==> src/logic/fsp_pkg.sv <==
// fast serial port: register map, field positions, reset values, timing
// assumes a single 200 MHz system clock and a 16-bit register port
package fsp_pkg;

  // register byte addresses
  localparam logic [15:0] FSP_ADDR_CTRL = 16'hC070;
  localparam logic [15:0] FSP_ADDR_DIV = 16'hC072;
  localparam logic [15:0] FSP_ADDR_GAP = 16'hC074;
  localparam logic [15:0] FSP_ADDR_DATA = 16'hC076;

  // control and status field positions
  localparam int FSP_B_PORT_ON = 15;
  localparam int FSP_B_RTS_POL = 14;
  localparam int FSP_B_CTS_POL = 13;
  localparam int FSP_B_XOFF = 12;
  localparam int FSP_B_SOFT_FLOW_ON = 11;
  localparam int FSP_B_HW_FLOW_ON = 10;
  localparam int FSP_B_RX_IRQ_EN = 9;
  localparam int FSP_B_DONE_IRQ_EN = 8;
  localparam int FSP_B_TX_DONE = 7;
  localparam int FSP_B_RX_DONE = 6;
  localparam int FSP_B_ONE_STOP = 5;
  localparam int FSP_B_TX_READY = 4;
  localparam int FSP_B_PKT_SEL = 3;
  localparam int FSP_B_RX_OVF = 2;
  localparam int FSP_B_RX_FULL = 1;
  localparam int FSP_B_RX_READY = 0;

  // values after reset
  localparam logic [15:0] FSP_CTRL_RST = 16'h0000;
  localparam logic [12:0] FSP_DIV_RST = 13'h0017;
  localparam logic [7:0] FSP_GAP_RST = 8'h09;

  // writable control bits (flags and read-only bits masked out)
  localparam logic [15:0] FSP_CTRL_WMASK = 16'hEF28;

  // gap value minus this many gives idle bit times
  localparam logic [7:0] FSP_GAP_BIAS = 8'h07;

  // software flow characters
  localparam logic [7:0] FSP_CHAR_XON = 8'h11;
  localparam logic [7:0] FSP_CHAR_XOFF = 8'h13;

  // receive store
  localparam int FSP_RX_DEPTH = 8;
  localparam logic [3:0] FSP_RX_FULL_CNT = 4'h8;

  // timing: reference rate and system clock period
  localparam int FSP_REF_MHZ = 48;
  localparam int FSP_CLK_PERIOD_NS = 5;
  localparam int FSP_CLK_MHZ = 1000 / FSP_CLK_PERIOD_NS;
  localparam logic [8:0] FSP_ACC_STEP = 9'(FSP_REF_MHZ);
  localparam logic [8:0] FSP_ACC_WRAP = 9'(FSP_CLK_MHZ);

  // frame shape
  localparam logic [2:0] FSP_LAST_DATA_BIT = 3'h7;

  typedef enum {FSP_TX_IDLE, FSP_TX_START, FSP_TX_DATA, FSP_TX_STOP} fsp_tx_state_e;
  typedef enum {FSP_RX_IDLE, FSP_RX_START, FSP_RX_DATA, FSP_RX_STOP, FSP_RX_WAIT_HIGH} fsp_rx_state_e;

endpackage

==> src/logic/fsp_ctrl.sv <==
// fast serial port: control/status, rate divisor, transmit gap and data registers
// with byte transmitter, receiver, 8-byte receive store and flow control
// assumes one 200 MHz clock, synchronous reset, and a block engine outside
//
// Added by the designer: the address-and-strobe port.
`timescale 1ns/1ps
`default_nettype none

// How it works
// - bit 15 switches transmitter, receiver, receive store and request-to-send on/off
// - bit 14 selects request-to-send active level
// - bit 13 selects clear-to-send active level
// - bit 12 sets on stop char, clears on go char
// - bit 11 enables character flow control
// - bit 10 enables handshake-line flow control
// - bit 9 gates receive interrupts
// - bit 8 gates done interrupts
// - bit 7 sets on block send end, write-one clears
// - bit 6 sets on block receive end, write-one clears
// - bit 5 picks one or two stop bits
// - bit 4 shows transmit holding free
// - bit 3 picks receive interrupt source
// - bit 2 sets on receive overflow, write-one clears
// - bit 1 shows receive store full
// - bit 0 shows receive store not empty
// - line rate is 48 MHz over divisor plus one
// - gap register used only in block send
// - idle between bytes is gap minus seven bits
// - data write sends byte, read pops oldest
module fsp_ctrl
  import fsp_pkg::*;
(
  // clock and reset
  input wire logic clock_i,
  input wire logic sys_rst_i,
  // register port
  input wire logic [15:0] reg_addr_i,
  input wire logic [15:0] reg_wdata_i,
  input wire logic reg_wr_i,
  input wire logic reg_rd_i,
  output logic [15:0] reg_rdata_o,
  // serial pins
  output logic txd_o,
  input wire logic rxd_i,
  output logic rts_o,
  input wire logic cts_i,
  // block transfer engine
  input wire logic block_tx_i,
  input wire logic block_tx_done_i,
  input wire logic block_rx_done_i,
  // interrupt lines
  output logic rx_irq_line_o,
  output logic done_irq_o
);

  // registers
  logic [15:0] ctrl;
  logic xoff_seen;
  logic tx_done_flag;
  logic rx_done_flag;
  logic rx_ovf_flag;
  logic [12:0] div;
  logic [7:0] gap;
  logic [7:0] tx_hold;
  logic tx_hold_full;
  logic [7:0] rx_mem [FSP_RX_DEPTH];
  logic [2:0] rx_rd_idx;
  logic [2:0] rx_wr_idx;
  logic [3:0] rx_cnt;

  // decoded control bits
  wire port_on = ctrl[FSP_B_PORT_ON];
  wire rts_pol = ctrl[FSP_B_RTS_POL];
  wire cts_pol = ctrl[FSP_B_CTS_POL];
  wire soft_flow_on = ctrl[FSP_B_SOFT_FLOW_ON];
  wire hw_flow_on = ctrl[FSP_B_HW_FLOW_ON];
  wire rx_irq_en = ctrl[FSP_B_RX_IRQ_EN];
  wire done_irq_en = ctrl[FSP_B_DONE_IRQ_EN];
  wire one_stop = ctrl[FSP_B_ONE_STOP];
  wire pkt_sel = ctrl[FSP_B_PKT_SEL];

  // address decode
  wire sel_ctrl = (reg_addr_i == FSP_ADDR_CTRL);
  wire sel_div = (reg_addr_i == FSP_ADDR_DIV);
  wire sel_gap = (reg_addr_i == FSP_ADDR_GAP);
  wire sel_data = (reg_addr_i == FSP_ADDR_DATA);
  wire wr_ctrl = reg_wr_i & sel_ctrl;
  wire wr_data = reg_wr_i & sel_data;
  wire rd_data = reg_rd_i & sel_data;

  // store status
  wire rx_ready = (rx_cnt != 4'h0);
  wire rx_full = (rx_cnt == FSP_RX_FULL_CNT);
  wire tx_ready = ~tx_hold_full;

  // pin synchronisers: cts on bit 1, rxd on bit 0, three stages each
  logic [1:0] pin_s1;
  logic [1:0] pin_s2;
  logic [1:0] pin_s3;
  logic [1:0] pin_flt;
  genvar gi;
  generate
    for (gi = 0; gi < 2; gi++) begin : g_sync
      always_ff @(posedge clock_i) begin
        if (sys_rst_i) begin
          pin_s1[gi] <= 1'b1;
          pin_s2[gi] <= 1'b1;
          pin_s3[gi] <= 1'b1;
          pin_flt[gi] <= 1'b1;
        end else begin
          pin_s1[gi] <= (gi == 0) ? rxd_i : cts_i;
          pin_s2[gi] <= pin_s1[gi];
          pin_s3[gi] <= pin_s2[gi];
          if (pin_s2[gi] == pin_s3[gi]) begin
            pin_flt[gi] <= pin_s3[gi];
          end
        end
      end
    end
  endgenerate
  wire rx_line = pin_flt[0];
  wire cts_true = pin_flt[1] ^ cts_pol;

  // 48 MHz reference ticks made from the 200 MHz clock by a phase accumulator
  logic [8:0] acc;
  wire [8:0] acc_sum = acc + FSP_ACC_STEP;
  wire ref_tick = (acc_sum >= FSP_ACC_WRAP);
  always_ff @(posedge clock_i) begin
    if (sys_rst_i) begin
      acc <= 9'h000;
    end else begin
      acc <= ref_tick ? acc_sum - FSP_ACC_WRAP : acc_sum;
    end
  end

  // transmitter: one bit lasts div+1 reference ticks
  fsp_tx_state_e tx_state;
  logic [12:0] tx_tcnt;
  logic [7:0] tx_shift;
  logic [2:0] tx_bit;
  logic [7:0] tx_stops;
  wire tx_bit_end = ref_tick & (tx_tcnt == div);
  wire tx_flow_ok = ~(soft_flow_on & xoff_seen) & ~(hw_flow_on & ~cts_true);
  wire tx_go = port_on & tx_hold_full & tx_flow_ok;
  // idle length: gap-7 bits in block send, else the stop-bit choice
  wire [7:0] gap_bits = (gap > 8'h08) ? gap - FSP_GAP_BIAS : 8'h01;
  wire [7:0] next_stops = block_tx_i ? gap_bits : (one_stop ? 8'h01 : 8'h02);

  always_ff @(posedge clock_i) begin
    if (sys_rst_i || !port_on) begin
      tx_state <= FSP_TX_IDLE;
      tx_tcnt <= 13'h0000;
      tx_shift <= 8'h00;
      tx_bit <= 3'h0;
      tx_stops <= 8'h00;
      txd_o <= 1'b1;
    end else begin
      if (ref_tick) begin
        tx_tcnt <= tx_bit_end ? 13'h0000 : tx_tcnt + 13'h0001;
      end
      case (tx_state)
        FSP_TX_IDLE: begin
          tx_tcnt <= 13'h0000;
          if (tx_go) begin
            tx_state <= FSP_TX_START;
            tx_shift <= tx_hold;
            tx_stops <= next_stops;
            txd_o <= 1'b0;
          end
        end
        FSP_TX_START: begin
          if (tx_bit_end) begin
            tx_state <= FSP_TX_DATA;
            tx_bit <= 3'h0;
            txd_o <= tx_shift[0];
          end
        end
        FSP_TX_DATA: begin
          if (tx_bit_end) begin
            if (tx_bit == FSP_LAST_DATA_BIT) begin
              tx_state <= FSP_TX_STOP;
              txd_o <= 1'b1;
            end else begin
              tx_bit <= tx_bit + 3'h1;
              tx_shift <= {1'b0, tx_shift[7:1]};
              txd_o <= tx_shift[1];
            end
          end
        end
        FSP_TX_STOP: begin
          if (tx_bit_end) begin
            if (tx_stops <= 8'h01) begin
              tx_state <= FSP_TX_IDLE;
            end else begin
              tx_stops <= tx_stops - 8'h01;
            end
          end
        end
        default: tx_state <= FSP_TX_IDLE;
      endcase
    end
  end
  wire tx_take = (tx_state == FSP_TX_IDLE) & tx_go;

  // receiver: centre of start bit after half a bit, then one bit apart
  fsp_rx_state_e rx_state;
  logic [12:0] rx_tcnt;
  logic [12:0] rx_target;
  logic [7:0] rx_shift;
  logic [2:0] rx_bit;
  logic rx_push;
  wire rx_sample = ref_tick & (rx_tcnt == rx_target);

  always_ff @(posedge clock_i) begin
    if (sys_rst_i || !port_on) begin
      rx_state <= FSP_RX_IDLE;
      rx_tcnt <= 13'h0000;
      rx_target <= 13'h0000;
      rx_shift <= 8'h00;
      rx_bit <= 3'h0;
      rx_push <= 1'b0;
    end else begin
      rx_push <= 1'b0;
      if (ref_tick) begin
        rx_tcnt <= rx_sample ? 13'h0000 : rx_tcnt + 13'h0001;
      end
      case (rx_state)
        FSP_RX_IDLE: begin
          rx_tcnt <= 13'h0000;
          rx_target <= {1'b0, div[12:1]};
          if (!rx_line) begin
            rx_state <= FSP_RX_START;
          end
        end
        FSP_RX_START: begin
          if (rx_sample) begin
            rx_target <= div;
            rx_bit <= 3'h0;
            rx_state <= rx_line ? FSP_RX_IDLE : FSP_RX_DATA;
          end
        end
        FSP_RX_DATA: begin
          if (rx_sample) begin
            rx_shift <= {rx_line, rx_shift[7:1]};
            rx_bit <= rx_bit + 3'h1;
            if (rx_bit == FSP_LAST_DATA_BIT) begin
              rx_state <= FSP_RX_STOP;
            end
          end
        end
        FSP_RX_STOP: begin
          // any number of stop bits is accepted: only the first is checked
          if (rx_sample) begin
            rx_push <= rx_line;
            rx_state <= rx_line ? FSP_RX_IDLE : FSP_RX_WAIT_HIGH;
          end
        end
        FSP_RX_WAIT_HIGH: begin
          if (rx_line) begin
            rx_state <= FSP_RX_IDLE;
          end
        end
        default: rx_state <= FSP_RX_IDLE;
      endcase
    end
  end

  // flow characters are consumed when character flow control is on
  wire got_xoff = rx_push & soft_flow_on & (rx_shift == FSP_CHAR_XOFF);
  wire got_xon = rx_push & soft_flow_on & (rx_shift == FSP_CHAR_XON);
  wire rx_store = rx_push & ~got_xoff & ~got_xon;
  wire rx_pop = rd_data & rx_ready;
  wire rx_wr_ok = rx_store & (~rx_full | rx_pop);
  wire rx_ovf_set = rx_store & rx_full & ~rx_pop;

  // receive store: 8 bytes in flops with read and write indices
  always_ff @(posedge clock_i) begin
    if (sys_rst_i || !port_on) begin
      rx_rd_idx <= 3'h0;
      rx_wr_idx <= 3'h0;
      rx_cnt <= 4'h0;
    end else begin
      if (rx_wr_ok) begin
        rx_mem[rx_wr_idx] <= rx_shift;
        rx_wr_idx <= rx_wr_idx + 3'h1;
      end
      if (rx_pop) begin
        rx_rd_idx <= rx_rd_idx + 3'h1;
      end
      rx_cnt <= rx_cnt + {3'h0, rx_wr_ok} - {3'h0, rx_pop};
    end
  end

  // register writes; hardware sets win over write-one clears
  always_ff @(posedge clock_i) begin
    if (sys_rst_i) begin
      ctrl <= FSP_CTRL_RST;
      div <= FSP_DIV_RST;
      gap <= FSP_GAP_RST;
      tx_hold <= 8'h00;
      tx_hold_full <= 1'b0;
      xoff_seen <= 1'b0;
      tx_done_flag <= 1'b0;
      rx_done_flag <= 1'b0;
      rx_ovf_flag <= 1'b0;
    end else begin
      if (wr_ctrl) begin
        ctrl <= reg_wdata_i & FSP_CTRL_WMASK;
      end
      if (reg_wr_i && sel_div) begin
        div <= reg_wdata_i[12:0];
      end
      if (reg_wr_i && sel_gap) begin
        gap <= reg_wdata_i[7:0];
      end
      if (wr_data) begin
        tx_hold <= reg_wdata_i[7:0];
      end
      tx_hold_full <= (tx_hold_full & ~tx_take) | wr_data;
      xoff_seen <= got_xoff | (xoff_seen & ~got_xon);
      tx_done_flag <= block_tx_done_i | (tx_done_flag & ~(wr_ctrl & reg_wdata_i[FSP_B_TX_DONE]));
      rx_done_flag <= block_rx_done_i | (rx_done_flag & ~(wr_ctrl & reg_wdata_i[FSP_B_RX_DONE]));
      rx_ovf_flag <= rx_ovf_set | (rx_ovf_flag & ~(wr_ctrl & reg_wdata_i[FSP_B_RX_OVF]));
    end
  end

  // control/status view: stored bits plus live flags
  logic [15:0] ctrl_view;
  always_comb begin
    ctrl_view = ctrl;
    ctrl_view[FSP_B_XOFF] = xoff_seen;
    ctrl_view[FSP_B_TX_DONE] = tx_done_flag;
    ctrl_view[FSP_B_RX_DONE] = rx_done_flag;
    ctrl_view[FSP_B_TX_READY] = tx_ready;
    ctrl_view[FSP_B_RX_OVF] = rx_ovf_flag;
    ctrl_view[FSP_B_RX_FULL] = rx_full;
    ctrl_view[FSP_B_RX_READY] = rx_ready;
  end

  // read mux; unmapped addresses read zero
  wire [15:0] rd_mux = sel_ctrl ? ctrl_view :
                       sel_div ? {3'h0, div} :
                       sel_gap ? {8'h00, gap} :
                       sel_data ? {8'h00, rx_mem[rx_rd_idx]} : 16'h0000;

  // read data, request-to-send and interrupt outputs, all registered
  wire rts_true = port_on & hw_flow_on & ~rx_full;
  wire rx_src = pkt_sel ? rx_full : rx_ready;
  always_ff @(posedge clock_i) begin
    if (sys_rst_i) begin
      reg_rdata_o <= 16'h0000;
      rts_o <= 1'b0;
      rx_irq_line_o <= 1'b0;
      done_irq_o <= 1'b0;
    end else begin
      reg_rdata_o <= reg_rd_i ? rd_mux : 16'h0000;
      rts_o <= rts_true ^ rts_pol;
      rx_irq_line_o <= rx_irq_en & rx_src;
      done_irq_o <= done_irq_en & (tx_done_flag | rx_done_flag);
    end
  end
endmodule

`default_nettype wire

==> config.mk <==
export PLATFORM = sky130hd
export DESIGN_NAME = fsp_ctrl
export DESIGN_NICKNAME = d
export VERILOG_FILES = /design/src/logic/fsp_pkg.sv /design/src/logic/fsp_ctrl.sv
export SDC_FILE = /design/constraint.sdc
export NUM_CORES = 1
export LEC_CHECK = 0
export ABC_AREA = 1
export BUFFER_PORTS_ARGS = -buffer_cell sky130_fd_sc_hd__buf_2
export CAP_MARGIN = 20
export CORE_MARGIN = 2
export CORE_UTILIZATION = 30
export DETAILED_ROUTE_END_ITERATION = 8
export PLACE_DENSITY = 0.57
export SYNTH_ARGS = -nofsm -noshare
export SYNTH_HDL_FRONTEND = slang
export SYNTH_SLANG_ARGS = --single-unit
==> constraint.sdc <==
create_clock -name clock_i -period 4.3 [get_ports clock_i]
set_input_delay 0.645 -clock clock_i [delete_from_list [all_inputs] [get_ports clock_i]]
set_output_delay 0.645 -clock clock_i [all_outputs]
set_load 0.02 [all_outputs]
* Yosys cells after proc, flatten, opt, wreduce, memory -nomap -nowiden
Memory sizes are Yosys's and may differ from the RTL's. A register that Yosys moved wholly into a read port is not among the register bits.
Cells that the tools add are included.
** Word-level totals
- Logic and storage cells :: 224
- Flip-flop bits (word level) :: 224
- Memory bits (writable) :: 64
- Bits of input ports :: 41
- Memories :: 1
- Output and inout bits :: 20
** Operators by class
- Order comparisons :: 3
- Mux-type cells :: 54
- Bitwise operators :: 56
- Add/subtract/negate cells :: 12
- Eq/ne operators :: 34
- Reduce and logical (&&, ||, !) cells :: 27
** Memories
- rx_mem :: words 8, width 8, rd ports 1, clocked after Yosys merged registers in 1, wr ports 1, RTL line fsp_ctrl.sv:66 : logic [7:0] rx_mem [FSP_RX_DEPTH];
** Operators by type and width (number)
- two-way mux 32 bit :: 12
- one-hot mux 32 bit (5 select lines) :: 1
- equality test 32 x 2 -> 1 bit, second input constant :: 4
- one-hot mux 32 bit (4 select lines) :: 1
- zero test 32 bit :: 3
- two-way mux 8 bit :: 10
- equality test 16 bit, second input constant :: 4
- equality test 32 x 1 -> 1 bit, second input constant :: 2
- two-way mux 13 bit :: 4
- AND 1 bit :: 32
- equality test 32 x 3 -> 1 bit, second input constant :: 1
- one-hot mux 8 bit (2 select lines) :: 2
- != test 2 bit, second input constant :: 14
- adder 13 x 1 -> 13 bit, second input constant :: 2
- equality test 13 bit :: 2
- one-hot mux 13 bit (2 select lines) :: 1
- two-way mux 3 bit :: 8
- equality test 8 x 5 -> 1 bit, second input constant :: 2
- two-way mux 16 bit :: 1
- AND reduction 4 bit :: 4
- inverter 1 bit :: 15
- adder 3 x 1 -> 3 bit, second input constant :: 4
- one-hot mux 3 bit (2 select lines) :: 2
- AND reduction 6 bit :: 2
- 28 further kinds :: 53

* Longest topological paths before layout
- Depth after elaboration :: 10
- Mapped depth :: 16
- Depth with buffers taken out :: 16

* Worst setup path after synthesis
Ideal clock, no wire load.
- Path kind :: in2reg
- Start point :: in reg_addr_i[7]
- End point :: reg rx_cnt[2]
- Arrival time :: 2.380 ns
- Buffers on the path :: 0
- Path slack :: 1.792 ns
- Cell stages on the path :: 14
- Setup time :: 0.128 ns
- Data required time :: 4.172 ns
- Path through :: inv_1 > nand4_1 > nor4_2 > nand4_1 > nand2_1 > nand2_1 > inv_1 > nand2_1 > nand2_1 > ha_1 > inv_1 > fa_1 > xor2_1 > nor2_1
** Between the ends
- Word-level cells in the longest chain between the ends :: 7
** RTL lines
- start: declaration :: RTL line fsp_ctrl.sv:37 : input wire logic [15:0] reg_addr_i,
- equality test 16 bit * :: RTL line fsp_ctrl.sv:86 : wire sel_data = (reg_addr_i == FSP_ADDR_DATA);
- AND 1 bit * :: RTL line fsp_ctrl.sv:89 : wire rd_data = reg_rd_i & sel_data;
- AND 1 bit * :: RTL line fsp_ctrl.sv:272 : wire rx_pop = rd_data & rx_ready;
- bitwise OR 1 bit :: RTL line fsp_ctrl.sv:273 : wire rx_wr_ok = rx_store & (~rx_full | rx_pop);
- AND 1 bit :: RTL line fsp_ctrl.sv:273
- adder 4 x 1 -> 4 bit :: RTL line fsp_ctrl.sv:290 : rx_cnt <= rx_cnt + {3'h0, rx_wr_ok} - {3'h0, rx_pop};
- subtractor 4 x 1 -> 4 bit * :: RTL line fsp_ctrl.sv:290
- end signal: assignment :: RTL line fsp_ctrl.sv:290
- end: declaration :: RTL line fsp_ctrl.sv:69 : logic [3:0] rx_cnt;
Mark *: on every way between the ends. The rest lies on a longest branch, timed or not.
A chain may end at the register's enable or synchronous reset.

* Worst setup path after layout
- Start point :: reg acc[4]
- End point :: reg tx_stops[2]
** Between the ends
- Word-level cells in the longest chain between the ends :: 5
** RTL lines
- start: declaration :: RTL line fsp_ctrl.sv:125 : logic [8:0] acc;
- start signal: assignment :: RTL line fsp_ctrl.sv:132 : acc <= ref_tick ? acc_sum - FSP_ACC_WRAP : acc_sum;
- adder 9 x 6 -> 9 bit :: RTL line fsp_ctrl.sv:126 : wire [8:0] acc_sum = acc + FSP_ACC_STEP;
- >= comparator 9 x 8 -> 1 bit :: RTL line fsp_ctrl.sv:127 : wire ref_tick = (acc_sum >= FSP_ACC_WRAP);
- AND 1 bit :: RTL line fsp_ctrl.sv:142 : wire tx_bit_end = ref_tick & (tx_tcnt == div);
- != test 2 bit (no line)
- AND reduction 4 bit (no line)
- end signal: assignment :: RTL line fsp_ctrl.sv:167 : tx_stops <= next_stops;
- end signal: assignment :: RTL line fsp_ctrl.sv:195 : tx_stops <= tx_stops - 8'h01;
- end: declaration :: RTL line fsp_ctrl.sv:141 : logic [7:0] tx_stops;
Every way passes these cells.

==> impl_metrics.csv <==
group,metric,value,unit
timing,finalHoldViolations,0,
synthesis,yosys.area_share.xor_xnor,1.40,%
layout,drive_above_1_share,11.6,%
synthesis,synth_top_family_by_area,"simple AND/OR/NAND/NOR gates",
floorplanning,die_area,37000,um^2
timing,setup_viol,0,
timing,period_needed,2590,ps
critical_path,crit_type,"flip-flop to flip-flop",
pwr,powerDensity,401,nW/um^2
critical_path,crit_chain,"inv_1 -> ha_1 -> nand2_1 -> nor2_1 -> nor2_2 -> nand3_2 -> nand2_4 -> nand4_1 -> nand2_1 -> nand2_1 -> nand2_1 -> a21oi_1",
synthesis,synth_top_flop_cell,"dfxtp_1",
hold_path,hold_class,"input port to flip-flop",
critical_path,cp.required,4700,ps
synthesis,synth_edf_count,64,
placement,gp_congestion,0.892,
timing,tightest_slew,919,ps
timing,final.setup.tns,0,ps
clock_network,cts_hold_buf,0,
synthesis,ys_seq_area_share,49.1,%
clock_network,clkSinkCount,229,
floorplanning,dieWidth,192,um
floorplanning,die_h,192,um
synthesis,postSynthCellCount,1306,
synthesis,synthTopCellsByCount,"nand2_1 (246), dfxtp_1 (165), inv_1 (142)",
global_route,antenna_found_initial,3,
clock_network,clock_latency,540,ps
pwr,ir_drop,275,uV
critical_path,cp-end-kind,"flip-flop",
synthesis,yosysTopAreaCell,"dfxtp_1",
routing,firstDrtPassIters,7,
critical_path,crit_slowest_cell,"dfxtp_1",
routing,wl_per_cell,15.2,um
run_status,status,"completed",
clock_network,clock_path_buffers,3,
clock_network,cts-root-buf,"clkbuf_16",
synthesis,yosys_warnings,0,
synthesis,muxShareOfSynthArea,0,%
routing,viasPerCell,4.85,
run,maxCapViolCount,0,
synthesis,synth_nets,1375,
global_route,grt_pass1_wl,44.6,mm
layout,fin_util,35.2,%
global_route,grt_pass1_vias,8331,
floorplanning,start_util,30.6,%
layout,fillerInstances,3661,
clock_network,cts.htree.levels,1,
synthesis,synth.cell_area,10600,um^2
global_route,track_usage,15.3,%
placement,portBuffers,60,
synthesis,async_flop_share,0,%
timing,max_freq,387,MHz
hold_path,hp-start,"rxd_i",
critical_path,max_stage_delay,400,ps
routing,final_antenna_net_count,0,
timing,report.final.slew_viol_count,0,
synthesis,synthSimpleGateAreaFrac,22.0,%
synthesis,synth_cell_types,47,
global_route,overflow,0,
synthesis,synth.area.top_cells,"dfxtp_1 (31%), edfxtp_1 (18%), nand2_1 (8.7%), a21oi_1 (6.1%), o21ai_0 (5.7%)",
pwr,p_leak,4.43,nW
routing,drc,0,
critical_path,crit_path_start,"acc[4]$_SDFF_PP0_",
clock_network,cts_resized,0,
routing,detail_route.iter0.violations,654,
layout,nets,1424,
clock_network,cts_tree,"yes",
critical_path,arrival,2980,ps
routing,vias,8877,
synthesis,syn_avg_cell_area,8.14,um^2
synthesis,synth_most_common_cell,"nand2_1",
synthesis,synth-seq-cells,229,
timing,skew,12.0,ps
timing,slew_headroom,38.7,%
floorplanning,coreArea,34700,um^2
critical_path,worstPathMaxFanout,24,
timing,rsz0062_at_grt,"no",
synthesis,synth_compound_area_share,16.8,%
synthesis,synth_top_area_share,31.1,%
routing,drt_wl_total,27.9,mm
placement,place_hpwl,20.5,mm
clock_network,clkTransAtPathRegs,60,ps
floorplanning,rows,68,
critical_path,worstSetupStartpointType,"flip-flop",
clock_network,numCtsBuffers,26,
critical_path,crit_top_cell,"nand2_1",
layout,synthToLayoutAreaGrowth,14.8,%
synthesis,synthAdderAreaFrac,3.36,%
clock_network,postCtsSetupRepairBufs,0,
floorplanning,pin_count,61,
critical_path,r2r_start,"acc[4]$_SDFF_PP0_",
global_route,grt_max_degree,45,
timing,period_share,60.1,%
==> critical path: cells and delay by family (launching register included) <==
kind	cells	cell delay [ps]
buffers and inverters	1	100
AOI/OAI and AO/OA	1	70
adders and majority gates	1	330
and+or+nand+nor	9	1540
DFF	1	400
==> cell families (layout without fill, tap and decap cells) <==
family,count (synthesis),after routing
DFF,229,229
buffers and inverters,193,262
and+or+nand+nor,518,518
other,0,1
xor gates and xnor gates,17,17
AOI/OAI and AO/OA,321,321
adders and majority gates,28,28
==> report_power, final <==
group	internal [mW]	total (mW)	leakage, nW	switching [mW]
clock network	1.38	2.27	0.438	0.892
registers	2.23	2.25	1.85	0.0218
logic	0.109	0.383	2.14	0.274
==> metrics by stage <==
step / instances / hold WS [ps] / instance area [um^2] / total power, mW / setup WS (ps)
2_1_floorplan: 1306 / 389 / 10600 / 2.62 / 1790
3_3_place_gp: 1782 / 401 / 11300 / 2.68 / 1390
3_5_place_dp: 1782 / 400 / 11300 / 2.69 / 1340
4_1_cts: 1830 / 283 / 12200 / 4.97 / 1700
5_1_grt: 1830 / 298 / 12200 / 5.12 / 1410
6_report: 1831 / 300 / 12200 / 4.90 / 1710
==> flip-flops by register name, summed over array words and instances (netlist names), 9 cells and up, named ones only <==
register     count
ctrl             9
div             13
reg_rdata_o     16
rx_mem          64
rx_target       13
rx_tcnt         13
tx_tcnt         13
==> per-layer routing <==
metal,up-vias,GRT usage [%],wire length (um)
li1,4501,-,-
met1,4115,21.1,13100
met2,202,24.1,12400
met3,55,3.00,1660
met4,4,4.70,820
met5,-,0,27
==> final cells by class <==
cell class	count	area, um^2	area share (%)
antenna	1	2.50	0.0205
multi-input combinational	884	4630	37.9
clock inverter	15	166	1.36
sequential	229	5230	42.8
tap	455	569	4.66
timing repair buffer	64	330	2.70
inverter	150	566	4.63
clock buffer	33	727	5.95
==> cells in the final DEF, fill, tap and decap left out, types with 25 or more instances in the layout <==
cell type,instances
a21oi_1,130
buf_2,60
clkbuf_16,26
dfxtp_1,165
edfxtp_1,64
ha_1,27
inv_1,142
nand2_1,246
nand3_1,59
nand4_1,25
nor2_1,124
o21ai_0,121
==> worst paths after layout <==
check        cells after the start                       end  slack (ps)
max                             12  tx_stops[2]$_SDFFE_PP0P_        1710
min                              2      pin_s1[0]$_SDFF_PP1_         300
max reg2reg                     12  tx_stops[2]$_SDFFE_PP0P_        1710
min reg2reg                      1      pin_s2[1]$_SDFF_PP1_         410
No activity file was read; power rests on OpenSTA's default activity.
